==> config.mk <==
export PLATFORM = sky130hd
export DESIGN_NAME = urb_receiver
export DESIGN_NICKNAME = d
export VERILOG_FILES = /design/src/design/urb_pkg.sv /design/src/design/urb_receiver.sv
export SDC_FILE = /design/constraint.sdc
export NUM_CORES = 1
export LEC_CHECK = 0
export ABC_AREA = 1
export BUFFER_PORTS_ARGS = -buffer_cell sky130_fd_sc_hd__clkbuf_2
export CORE_AREA = 2 2 80 82
export DETAILED_ROUTE_END_ITERATION = 8
export DIE_AREA = 0 0 82 84
export GPL_TIMING_DRIVEN = 0
export PLACE_DENSITY = 0.71
export SYNTH_ARGS = -nofsm -noshare
export SYNTH_HDL_FRONTEND = slang
export SYNTH_SLANG_ARGS = --single-unit
==> constraint.sdc <==
create_clock -name clk -period 3.3 [get_ports clk]
set_clock_uncertainty 0.1 [all_clocks]
set_input_delay 0.66 -clock clk [delete_from_list [all_inputs] [get_ports clk]]
set_output_delay 0.66 -clock clk [all_outputs]
set_load 0.03 [all_outputs]
==> src/design/urb_pkg.sv <==
// package: constants and types for the receive buffer and status block
package urb_pkg;
  // character size codes on char_size_field (5..8 bits, 9 bits)
  localparam logic [2:0] SIZE_5 = 3'h0;
  localparam logic [2:0] SIZE_6 = 3'h1;
  localparam logic [2:0] SIZE_7 = 3'h2;
  localparam logic [2:0] SIZE_8 = 3'h3;
  localparam logic [2:0] SIZE_9 = 3'h7;
  // receive buffer depth in characters
  localparam int BUF_DEPTH = 2;
  // reset values
  localparam logic [1:0] CNT_RESET = 2'h0;
  localparam logic [8:0] DATA_RESET = 9'h000;
  // frame reception states
  typedef enum logic [1:0] {urb_idle, urb_data, urb_par, urb_stop} urb_state_e;
endpackage

==> src/design/urb_receiver.sv <==
// receive shift register, two-entry buffer, error flags and interrupt request
// How it works
// - complete flag high while buffer holds characters
// - disabling receiver empties the buffer
// - irq equals enable and flag and global
// - data read pops oldest buffered character
// - error bits stored per character in buffer
// - error flags cannot be written by software
// - error flags never raise an interrupt
// - frame error equals first stop bit zero
// - only first stop bit checked for framing
// - overrun when buffer full, shifter full, start
// - overrun cleared on successful buffer transfer
// - parity check only when enabled, odd selectable
// - parity mismatch stored with the character
// - parity error needs mismatch and enabled check
// - parity error reads zero when check off
// - disable aborts frame in progress at once
// - pin override released while receiver disabled
// - ninth bit presented before data read
// - unused upper data bits read as zero
// - first stop bit moves shifter to holding stage
`timescale 1ns/1ps
module urb_receiver #(
  parameter int DEPTH = urb_pkg::BUF_DEPTH  // buffer entries
)(
  input  wire logic       clk,                    // system clock
  input  wire logic       reset,                  // async reset, high
  input  wire logic       receiver_enable_bit,    // receiver on
  input  wire logic       rx_complete_irq_enable, // irq enable
  input  wire logic       global_irq_enable,      // global irq enable
  input  wire logic       parity_enable_bit,      // parity check on
  input  wire logic       parity_odd_select,      // 1 odd, 0 even
  input  wire logic       stop_bits_select,       // ignored on receive
  input  wire logic [2:0] char_size_field,        // character size code
  input  wire logic       bit_valid,              // recovered bit strobe
  input  wire logic       bit_value,              // recovered bit level
  input  wire logic       start_detect,           // valid start bit pulse
  input  wire logic       data_read,              // data register read pulse
  output logic            receive_complete_flag,  // unread data present
  output logic            rx_complete_irq,        // interrupt request
  output logic            frame_error_flag,       // oldest char stop bit 0
  output logic            overrun_flag,           // data lost before oldest
  output logic            parity_error_flag,      // oldest char parity bad
  output logic            ninth_rx_bit,           // ninth bit of oldest
  output logic [7:0]      read_data,              // low data bits of oldest
  output logic            pin_override            // receive_pin taken over
);
  // the single-bit read pointer only serves a depth of two
  if (DEPTH != 2)
    $error("urb_receiver: buffer depth must be 2");

  // one buffered character with its status
  typedef struct packed {
    logic [8:0] data;
    logic       fe;
    logic       dor;
    logic       pe;
  } urb_entry_s;

  // all state of the block
  typedef struct packed {
    urb_pkg::urb_state_e st;       // frame state
    logic [3:0]          bitn;     // data bits received
    logic [8:0]          shift;    // shift register
    logic                parity;   // running xor of data bits
    logic                pbad;     // parity mismatch of this frame
    logic                pchk;     // check enabled at reception
    logic                held;     // completed char waiting in shifter
    urb_entry_s          held_e;   // that character
    logic                lost;     // overrun pending for next transfer
    urb_entry_s [1:0]    buf_e;    // buffer entries
    logic                rd_ptr;   // oldest entry
    logic [1:0]          count;    // characters buffered
  } urb_s;

  urb_s cur;       // registered state
  urb_s next_cur;  // next state
  urb_entry_s head;     // oldest entry
  urb_entry_s new_e;    // entry being completed
  logic [3:0] nbits;    // bits per character
  logic       pop;      // buffer read accepted
  logic       push;     // shifter to buffer

  // character width decode
  always_comb
  begin
    if (char_size_field == urb_pkg::SIZE_9)
      nbits = 4'h9;
    else
      nbits = 4'h5 + {2'h0, char_size_field[1:0]};
  end

  assign head = cur.buf_e[cur.rd_ptr];

  // next-state logic
  always_comb
  begin
    next_cur = cur;
    new_e    = '0;
    push     = 1'b0;
    pop      = data_read && (cur.count != urb_pkg::CNT_RESET);
    if (pop)
    begin
      next_cur.rd_ptr = ~cur.rd_ptr;
    end
    // frame shifting
    case (cur.st)
      urb_pkg::urb_idle:
      begin
        if (start_detect)
        begin
          // full buffer plus waiting char: the new frame overruns
          if (cur.held && cur.count == 2'h2 && !pop)
            next_cur.lost = 1'b1;
          next_cur.st     = urb_pkg::urb_data;
          next_cur.bitn   = 4'h0;
          next_cur.shift  = urb_pkg::DATA_RESET;
          next_cur.parity = parity_odd_select;
          next_cur.pchk   = parity_enable_bit;
        end
      end
      urb_pkg::urb_data:
      begin
        if (bit_valid)
        begin
          next_cur.shift[cur.bitn] = bit_value;  // lsb first, upper stay zero
          next_cur.parity = cur.parity ^ bit_value;
          next_cur.bitn   = cur.bitn + 4'h1;
          if (cur.bitn + 4'h1 == nbits)
            next_cur.st = cur.pchk ? urb_pkg::urb_par : urb_pkg::urb_stop;
        end
      end
      urb_pkg::urb_par:
      begin
        if (bit_valid)
        begin
          next_cur.pbad = cur.parity ^ bit_value;
          next_cur.st   = urb_pkg::urb_stop;
        end
      end
      default:
      begin
        // only the first stop bit is looked at
        if (bit_valid)
        begin
          new_e.data = cur.shift;
          new_e.fe   = ~bit_value;
          new_e.pe   = cur.pchk & cur.pbad;
          next_cur.held   = 1'b1;
          next_cur.held_e = new_e;
          next_cur.pbad   = 1'b0;
          next_cur.st     = urb_pkg::urb_idle;
        end
      end
    endcase
    // move the waiting character when a slot is free
    if (cur.held && (cur.count != 2'h2 || pop))
    begin
      push = 1'b1;
      next_cur.buf_e[cur.rd_ptr ^ cur.count[0]] = cur.held_e;
      next_cur.buf_e[cur.rd_ptr ^ cur.count[0]].dor = cur.lost;
      next_cur.lost = 1'b0;
      if (!(cur.st == urb_pkg::urb_stop && bit_valid))
        next_cur.held = 1'b0;
    end
    next_cur.count = cur.count + {1'b0, push} - {1'b0, pop};
    // disabling flushes and aborts at once
    if (!receiver_enable_bit)
    begin
      next_cur.st    = urb_pkg::urb_idle;
      next_cur.held  = 1'b0;
      next_cur.lost  = 1'b0;
      next_cur.count = urb_pkg::CNT_RESET;
      next_cur.pbad  = 1'b0;
    end
  end

  // state register
  always_ff @(posedge clk or posedge reset)
  begin
    if (reset)
      cur <= '0;
    else
      cur <= next_cur;
  end

  // outputs; error bits only come from the buffer, no write path
  assign receive_complete_flag = (cur.count != urb_pkg::CNT_RESET);
  assign rx_complete_irq = rx_complete_irq_enable & global_irq_enable
                           & receive_complete_flag;
  assign frame_error_flag  = receive_complete_flag & head.fe;
  assign overrun_flag      = receive_complete_flag & head.dor;
  assign parity_error_flag = receive_complete_flag & head.pe & parity_enable_bit;
  // data is masked while empty so a stale entry never leaks out
  assign ninth_rx_bit      = receive_complete_flag & head.data[8];
  assign read_data         = {8{receive_complete_flag}} & head.data[7:0];
  assign pin_override      = receiver_enable_bit;

  // checks on the state and outputs of this block
  // every property runs on the system clock and sleeps during reset
  // they look at what the block drives, at its enable and read inputs, and at the far-side strobes bit_valid, bit_value and start_detect

  // the flag may only rise after a character waited in the shifter
  chk_flag_rise: assert property (@(posedge clk) disable iff (reset)
    $rose(receive_complete_flag) |-> $past(cur.held))
    else $error("complete flag rose without a transfer");

  // a cleared enable empties the buffer on the next edge
  chk_disable_flush: assert property (@(posedge clk) disable iff (reset)
    !receiver_enable_bit |=> !receive_complete_flag)
    else $error("buffer not flushed on disable");

  // request is a plain level of the three terms
  chk_irq_level: assert property (@(posedge clk) disable iff (reset)
    rx_complete_irq == (rx_complete_irq_enable && global_irq_enable
                        && receive_complete_flag))
    else $error("irq mismatch");

  // reading the last character empties the buffer
  chk_read_pops: assert property (@(posedge clk) disable iff (reset)
    data_read && cur.count == 2'h1 && !cur.held && receiver_enable_bit
    |=> !receive_complete_flag)
    else $error("read did not pop");

  // error status only exists for a buffered character
  chk_err_empty: assert property (@(posedge clk) disable iff (reset)
    !receive_complete_flag |-> !frame_error_flag && !overrun_flag && !parity_error_flag)
    else $error("error flag with empty buffer");

  // an error without a character never requests service
  chk_no_err_irq: assert property (@(posedge clk) disable iff (reset)
    !receive_complete_flag |-> !rx_complete_irq)
    else $error("irq without a character");

  // the first stop bit alone decides the frame error
  chk_stop_capture: assert property (@(posedge clk) disable iff (reset)
    cur.st == urb_pkg::urb_stop && bit_valid && receiver_enable_bit
    |=> cur.held && cur.held_e.fe == !$past(bit_value))
    else $error("stop bit not captured");

  // full buffer, waiting char and a new start mark an overrun
  chk_overrun_mark: assert property (@(posedge clk) disable iff (reset)
    cur.st == urb_pkg::urb_idle && start_detect && cur.held
    && cur.count == 2'h2 && !data_read && receiver_enable_bit
    |=> cur.lost)
    else $error("overrun not marked");

  // a successful move into the buffer consumes the overrun mark
  chk_lost_clear: assert property (@(posedge clk) disable iff (reset)
    push && receiver_enable_bit |=> !cur.lost)
    else $error("overrun mark not cleared");

  // the parity bit is compared with the running xor
  chk_parity_store: assert property (@(posedge clk) disable iff (reset)
    cur.st == urb_pkg::urb_par && bit_valid && receiver_enable_bit
    |=> cur.pbad == ($past(cur.parity) ^ $past(bit_value)))
    else $error("parity result not stored");

  // a frame taken with checking off never carries a parity error
  chk_pe_needs_check: assert property (@(posedge clk) disable iff (reset)
    cur.st == urb_pkg::urb_stop && bit_valid && receiver_enable_bit && !cur.pchk
    |=> !cur.held_e.pe)
    else $error("parity error stored while unchecked");

  // the live enable masks the flag
  chk_pe_off: assert property (@(posedge clk) disable iff (reset)
    !parity_enable_bit |-> !parity_error_flag)
    else $error("parity error while checking off");

  // disabling drops the frame in progress at once
  chk_abort_frame: assert property (@(posedge clk) disable iff (reset)
    !receiver_enable_bit |=> cur.st == urb_pkg::urb_idle && !cur.held)
    else $error("frame not aborted");

  // pin is only taken over while receiving is on
  chk_pin_release: assert property (@(posedge clk) disable iff (reset)
    pin_override == receiver_enable_bit)
    else $error("pin override wrong");

  // two entries at most; a fourth would wrap the count
  chk_no_overflow: assert property (@(posedge clk) disable iff (reset)
    cur.count <= 2'h2)
    else $error("buffer count overflow");

  // main scenarios that the bench is expected to reach
  cov_fill_two: cover property (@(posedge clk) disable iff (reset) cur.count == 2'h2);
  cov_overrun: cover property (@(posedge clk) disable iff (reset) overrun_flag);
  cov_parity: cover property (@(posedge clk) disable iff (reset) parity_error_flag);
  cov_frame_error: cover property (@(posedge clk) disable iff (reset) frame_error_flag);
  cov_abort: cover property (@(posedge clk) disable iff (reset)
    !receiver_enable_bit && cur.st != urb_pkg::urb_idle);
endmodule

==> reports/results.txt, run 1 <==
status - finished clean
#FFs+latches synth - 58
Syn-to-layout area delta - 15.48%
routability cong. - 0.8271
Worst Path Required - 2.54 ns
largest net degree at the start of global routing - 46
vias in the first global route - 2146
Synthesized Nets - 374
cts bufs inserted - 9
CTS tree - built
r2r worst-path depth - 7
Pleak - 1.628 nW
count of buffers from port buffering - 28
Final min period - 2.611 ns
Largest Register - cur
final core utilization - 55.58%
Site Rows - 29
DRT iter0 DRCs - 84
DRC errors left - 0
relative slew slack - 65.65%
clock-pin slew on the worst setup and hold paths - 0.07 ns
DR vias - 2319
Nets - 414
TritonRoute pass-1 iters - 4
largest cells by area after synthesis - dfrtp_1 (49%), nand2_1 (11%), inv_1 (5.8%)
PwrDens - 784.3 mW/mm^2
routed len/inst - 11.95 um
die area - 0.006888 sq mm
Slew Limit Fails - 0
reg-to-reg endpoint - cur[1]
antenna-violating nets left - 0
Post-Syn Area - 0.002934 sq mm
cell with the most instances after synthesis - nand2_1
Max Fclk - 383.0 MHz
Post-synth ARST share - 100.0%
core area - 0.006096 sq mm
first-pass GRT wire length - 9459 um
initial antenna violation count - 0
Setup Viol. Count Final - 0
CTS resizes - 0
crit path max fanout - 10
Root Driver - clkbuf_8
gr usage total - 17.79%
Die X - 82 um
routed wire length - 5603 um
Tightest Pin Transition - 0.5152 ns
Critical Path AT - 1.85 ns
vias per inst - 4.945
biggest regs - cur (58)
area leader, netlist - dfrtp_1
CP Capture Type - primary output
Initial Util - 48.13%
Tcrit/Tclk final - 79.13%
setup TNS - 0 ns
H-tree depth - 3
Hold Violations, Final - 0
HPWL Detailed - 4141 um
Post-synth EDFFs - 0
Worst setup SP type - flip-flop
maximum vdd drop - 0.0003207 V
Num Clock Sinks - 58
max FFs per register - 58
syn avg cell area - 8.456 sq um
Reg2Reg Setup Slack - 1.38 ns
RSZ-0062 raised after global routing - no
worst setup path endpoint - read_data[0]
FILL cells - 578
postcts setup bufs - 0
share of cells above drive strength 1 - 19.13%
top cell type's share of synthesized area - 49.47%
top_reg_cell synth - dfrtp_1
number of inserted diodes - 0
clk_lat worst skew - 0.33 ns
sequential share of the synthesized area - 49.47%
Worst Setup SP - cur[0]
worst min-delay path class - in -> async
GR Overflow Total - 0
clk buf depth - 2
CP Class - reg -> out
die height - 84 um
r2r startpoint - cur[0]
top post-synthesis cells by count - nand2_1 (88), dfrtp_1 (58), inv_1 (45)
post-synthesis cell count - 347
Syn. warnings - 0
Ports - 30
number of max-cap violations - 0
hold buffers post-CTS - 0
count of cell types in the netlist - 28
==> worst max-delay path, cell delays in order, from the launching register on <==
cell and delay, ns:
dfrtp_1 0.43, nor2_1 0.38, clkbuf_1 0.41, a21oi_1 0.10, clkbuf_2 0.21
==> final cells by class <==
type | instances | area [sq um] | area share, %
sequential | 58 | 1451 | 42.84
multi-input combinational | 226 | 1216 | 35.89
inverter | 48 | 180.2 | 5.318
clock buffer | 14 | 162.7 | 4.801
timing repair buffer | 29 | 160.2 | 4.727
tap | 77 | 96.34 | 2.843
buffer | 15 | 86.33 | 2.548
clock inverter | 2 | 35.03 | 1.034
==> layer usage <==
layer	share of wire, %	up-vias	routed length, um	GRT usage [%]
met5	0	-	0	0
met4	1.9	0	108	6.970
met1	46	1066	2568	23.10
li1	-	1195	-	-
met3	4.5	11	252	4.762
met2	48	47	2674	28.01
==> worst min-delay path by stage <==
stage | start | endpoint | slack (ns) | cells after the start
after detailed placement | cur[22] | cur[22] | 0.37 | 2
after CTS | reset | cur[27] | 0.16 | 2
after global routing | reset | cur[40] | 0.17 | 2
after floorplan | cur[28] | cur[28] | 0.35 | 2
final | reset | cur[1] | 0.16 | 2
after global placement | cur[22] | cur[22] | 0.37 | 2
==> layout by cell type, fill, tap and decap left out <==
cell / synthesis / routed
dfrtp_1: 58 / 58
a21oi_1: 23 / 23
buf_2: 2 / 2
nand2_1: 88 / 88
ha_1: 12 / 12
a211oi_1: 1 / 1
nor2_1: 11 / 11
nor3_1: 3 / 3
nand4_1: 1 / 1
o21ai_1: 16 / 16
nor4_1: 1 / 1
buf_6: 3 / 3
inv_1: 45 / 44
inv_2: 3 / 4
clkbuf_1: 8 / 11
a21oi_2: 1 / 1
o21ai_2: 12 / 12
o21ai_0: 14 / 14
clkinv_2: 0 / 1
xnor2_1: 3 / 3
o22ai_1: 10 / 10
a31oi_1: 2 / 2
buf_12: 0 / 1
or2_1: 1 / 1
nand3_1: 15 / 15
nand2_2: 8 / 8
xor2_1: 3 / 3
clkbuf_2: 1 / 29
clkbuf_8: 0 / 11
bufinv_16: 0 / 1
buf_4: 1 / 1
a31oi_4: 1 / 1
==> cells by family (layout without fill, tap and decap cells) <==
| logic type | after synthesis | after routing | synth area share [%] |
|---|---|---|---|
| and+or+nand+nor | 128 | 128 | 18.08 |
| AOI/OAI and AO/OA | 80 | 80 | 16.46 |
| buffers and inverters | 63 | 108 | 9.083 |
| DFF | 58 | 58 | 49.47 |
| adders and majority gates | 12 | 12 | 5.117 |
| xor gates and xnor gates | 6 | 6 | 1.791 |
==> where the power goes <==
| group | total, W | leakage, nW | internal (W) | switching [W] |
|---|---|---|---|---|
| registers | 0.00106 | 0.760 | 0.000925 | 0.000139 |
| clock network | 0.000649 | 0.101 | 0.000390 | 0.000260 |
| logic | 0.000944 | 0.768 | 0.000345 | 0.000599 |
==> metrics by stage <==
stage          cells  total power, W  area [sq um]  hold WS [ns]  setup slack [ns]
2_1_floorplan    347        0.001804          2934        0.3530            0.8540
3_3_place_gp     452        0.001988          3171        0.3661            0.4560
3_5_place_dp     453        0.002028          3191        0.3699            0.9935
4_1_cts          469        0.002686          3388        0.1598            0.6326
5_1_grt          469        0.002876          3388        0.1745            0.5549
6_report         469        0.002657          3388        0.1602            0.6888
Power figures use the tool's default switching activity.
==> run 2, diff against run 1 <==
--- a/config.mk
+++ b/config.mk
@@ -5,13 +5,13 @@
 export SDC_FILE = /design/constraint.sdc
 export NUM_CORES = 1
 export LEC_CHECK = 0
-export ABC_AREA = 1
+export ABC_AREA = 0
 export BUFFER_PORTS_ARGS = -buffer_cell sky130_fd_sc_hd__clkbuf_2
-export CORE_AREA = 2 2 80 82
+export CORE_AREA = 2 2 81 83
 export DETAILED_ROUTE_END_ITERATION = 8
-export DIE_AREA = 0 0 82 84
+export DIE_AREA = 0 0 83 85
 export GPL_TIMING_DRIVEN = 0
-export PLACE_DENSITY = 0.71
+export PLACE_DENSITY = 0.74
 export SYNTH_ARGS = -nofsm -noshare
 export SYNTH_HDL_FRONTEND = slang
 export SYNTH_SLANG_ARGS = --single-unit
==> constraint.sdc (replaced) <==
create_clock -name clk -period 2.3 [get_ports clk]
set_clock_uncertainty 0.1 [all_clocks]
set_input_delay 0.46 -clock clk [delete_from_list [all_inputs] [get_ports clk]]
set_output_delay 0.46 -clock clk [all_outputs]
set_load 0.03 [all_outputs]
==> run 2 against run 1 <==
The run now ends with hold timing left. Setup slack worse by 0.54 ns. Non-clock buffer count is 1 lower. Sequential cell count stayed put. Critical path depth stayed put. Sequential share of layout area is 1.6 points lower. Final cell count is 14% lower. First-iteration DRC count is 32% higher. Synthesized area is 3.4% higher. Routed wire length is 3.7% higher. Synthesized cell count is 18% lower.
==> reports/results.txt, run 2 <==
Nets - 349 (was 414)
top_reg_cell synth - dfrtp_1 (unchanged)
area leader, netlist - dfrtp_1 (unchanged)
Internal Power - 0.002391 W (was 0.001660 W)
DRC errors left - 0 (unchanged)
vias per inst - 5.322 (was 4.945)
Critical Path AT - 1.60 ns (was 1.85 ns)
GR Overflow Total - 0 (unchanged)
routability cong. - 0.8396 (was 0.8271)
first-pass GRT wire length - 9984 um (was 9459 um)
TritonRoute pass-1 iters - 5 (was 4)
largest net degree at the start of global routing - 41 (was 46)
Tightest Pin Transition - 0.5060 ns (was 0.5152 ns)
cts bufs inserted - 9 (unchanged)
biggest regs - cur (58) (unchanged)
Syn. warnings - 0 (unchanged)
routed len/inst - 14.39 um (was 11.95 um)
postcts setup bufs - 0 (unchanged)
initial antenna violation count - 0 (unchanged)
die height - 85 um (was 84 um)
r2r worst-path depth - 9 (was 7)
#FFs+latches synth - 58 (unchanged)
H-tree depth - 3 (unchanged)
setup TNS - 0 ns (unchanged)
clk_lat worst skew - 0.34 ns (was 0.33 ns)
cell with the most instances after synthesis - dfrtp_1 (was nand2_1)
Post-Syn Area - 0.003033 sq mm (was 0.002934 sq mm)
max FFs per register - 58 (unchanged)
Post-synth ARST share - 100.0% (unchanged)
Site Rows - 29 (unchanged)
commonest non-fill, non-tap cells in the layout - dfrtp_1 (58), nand2_1 (39), mux2_1 (35) (was nand2_1 (88), dfrtp_1 (58), inv_1 (44))
routed wire length - 5813 um (was 5603 um)
DR vias - 2150 (was 2319)
critical path cell sequence - buf_4 -> mux2i_1 -> nor2_1 -> clkbuf_2 (was nor2_1 -> clkbuf_1 -> a21oi_1 -> clkbuf_2)
gr usage total - 18.06% (was 17.79%)
Pleak - 1.777 nW (was 1.628 nW)
Slowest cell on crit path - dfrtp_1 (unchanged)
number of inserted diodes - 0 (unchanged)
DP Cell Count - 389 (was 453)
number of max-cap violations - 0 (unchanged)
largest cells by area after synthesis - dfrtp_1 (48%), mux2_1 (13%), ha_1 (5.0%) (was dfrtp_1 (49%), nand2_1 (11%), inv_1 (5.8%))
post-synthesis cell count - 283 (was 347)
die area - 0.007055 sq mm (was 0.006888 sq mm)
antenna-violating nets left - 0 (unchanged)
clk buf depth - 2 (unchanged)
Psw - 0.001352 W (was 0.0009979 W)
status - finished, violations left (was finished clean)
Setup Viol. Count Final - 0 (unchanged)
Num Clock Sinks - 58 (unchanged)
Largest Register - cur (unchanged)
Syn-to-layout area delta - 16.13% (was 15.48%)
PwrDens - 1063 mW/mm^2 (was 784.3 mW/mm^2)
DRT iter0 DRCs - 111 (was 84)
vias in the first global route - 2050 (was 2146)
Slew Limit Fails - 0 (unchanged)
HPWL Detailed - 4184 um (was 4141 um)
clock-pin slew on the worst setup and hold paths - 0.07 ns (about the same)
CTS resizes - 2 (was 0)
relative slew slack - 66.01% (was 65.65%)
logic gate share of total power - 34.4% (was 35.5%)
maximum vdd drop - 0.0005630 V (was 0.0003207 V)
CP Class - reg -> out (unchanged)
sequential share of the synthesized area - 47.85% (was 49.47%)
fin worst setup slack - 0.1439 ns (was 0.6888 ns)
hold buffers post-CTS - 0 (unchanged)
CP Capture Type - primary output (unchanged)
max incr delay on CP - 0.52 ns (was 0.43 ns)
Die X - 83 um (was 82 um)
violated checks - hold timing
Initial Util - 48.88% (was 48.13%)
Worst setup SP type - flip-flop (unchanged)
CTS tree - built (unchanged)
Seq pwr share - 35.6% (was 40.0%)
Final min period - 2.156 ns
most common cell after layout, fill and taps aside - dfrtp_1 (was nand2_1)
top post-synthesis cells by count - dfrtp_1 (58), nand2_1 (39), mux2_1 (35) (was nand2_1 (88), dfrtp_1 (58), inv_1 (45))
count of buffers from port buffering - 28 (unchanged)
final cell count without fillers - 404 (was 469)
Root Driver - clkbuf_8 (unchanged)
crit path max fanout - 10 (unchanged)
Post-synth EDFFs - 0 (unchanged)
Setup WS pre-CTS - 0.2242 ns (was 0.9935 ns)
final core utilization - 56.77% (was 55.58%)
Sw Ratio - 36.12% (was 37.55%)
Ports - 30 (unchanged)
Hold WS - -0.001065 ns (was 0.1602 ns)
clock network fraction of total power - 29.9% (was 24.4%)
top cell type's share of synthesized area - 47.85% (was 49.47%)
count of cell types in the netlist - 44 (was 28)
share of cells above drive strength 1 - 19.88% (was 19.13%)
Tcrit/Tclk final - 93.74%
Worst Path Required - 1.74 ns (was 2.54 ns)
worst min-delay path class - in -> async (unchanged)
Hold Violations, Final - 4 (was 0)
Synthesized Nets - 310 (was 374)
core area - 0.006205 sq mm (was 0.006096 sq mm)
Max Fclk - 463.8 MHz
RSZ-0062 raised after global routing - no (unchanged)
syn avg cell area - 10.72 sq um (was 8.456 sq um)
run 2: changes by cell type after synthesis, moves of 6 or more:
cell and delta:
nand2_1 -49, o21ai_0 -6, nand3_1 -10, o21ai_2 -12, nor2_1 +6, o21ai_1 -8, o22ai_1 -10, nand2_2 -7
a22o_1 +8, a21oi_1 -18, mux2_1 +35, mux2i_1 +14, inv_1 -34
run 2: final timing paths:
check / from / to / slack (ns)
worst min-delay path: reset / cur[58] / -0.001
worst max-delay path: cur[2] / read_data[6] / 0.14
worst max register to register: cur[0] / cur[1] / 0.23
worst min register to register: cur[44] / cur[44] / 0.39
min in group clk: parity_enable_bit / cur[41] / 0.25
max in group asynchronous: reset / cur[4] / 1.56
run 2: cells by family after synthesis:
family          after synthesis  share of synthesized area, %
buf+inv                      27                         4.208
flops                        58                         47.85
simple gates                 89                         13.90
fa+ha+maj                    12                         4.950
xor+xnor                      6                         1.733
compound gates               41                         8.994
mux                          50                         18.36
run 2: stage by stage:
| step | total power, W | cell area, sq um |
|---|---|---|
| floorplan | 0.002320 | 3033 |
| global placement | 0.002593 | 3269 |
| detailed placement | 0.002630 | 3289 |
| CTS | 0.003764 | 3522 |
| global route | 0.004000 | 3522 |
| finish | 0.003743 | 3522 |
run 2: critical path: cells and delay by family (launching register included):
| kind | cells | cell delay, ns |
|---|---|---|
| flip-flops | 1 | 0.52 |
| buffers and inverters | 2 | 0.46 |
| multiplexers | 1 | 0.21 |
| AND/OR/NAND/NOR | 1 | 0.05 |
run 2: power by group through the flow:
stage	Sequential [W]	Clock [W]	Combinational, W
3_3_place_gp	0.00132	0	0.00127
4_1_cts	0.00133	0.00113	0.00130
6_report	0.00133	0.00112	0.00129
3_5_place_dp	0.00133	0	0.00130
2_1_floorplan	0.00128	0	0.00104
5_1_grt	0.00136	0.00119	0.00145
run 2: layout make-up:
type / count / area (sq um)
fill: 534 / 2683
multi-input combinational: 198 / 1454
sequential: 58 / 1451
timing repair buffer: 29 / 160.2
clock buffer: 10 / 127.6
clock inverter: 6 / 105.1
tap: 77 / 96.34
buffer: 14 / 82.58
inverter: 12 / 45.04
run 2: layer usage:
metal | global-route usage (%) | wire (um) | share of wire [%]
met1 | 23.00 | 2704 | 47
met2 | 29.47 | 2849 | 49
met3 | 4.669 | 156 | 2.7
met4 | 7.601 | 102 | 1.8
met5 | 0 | 0 | 0
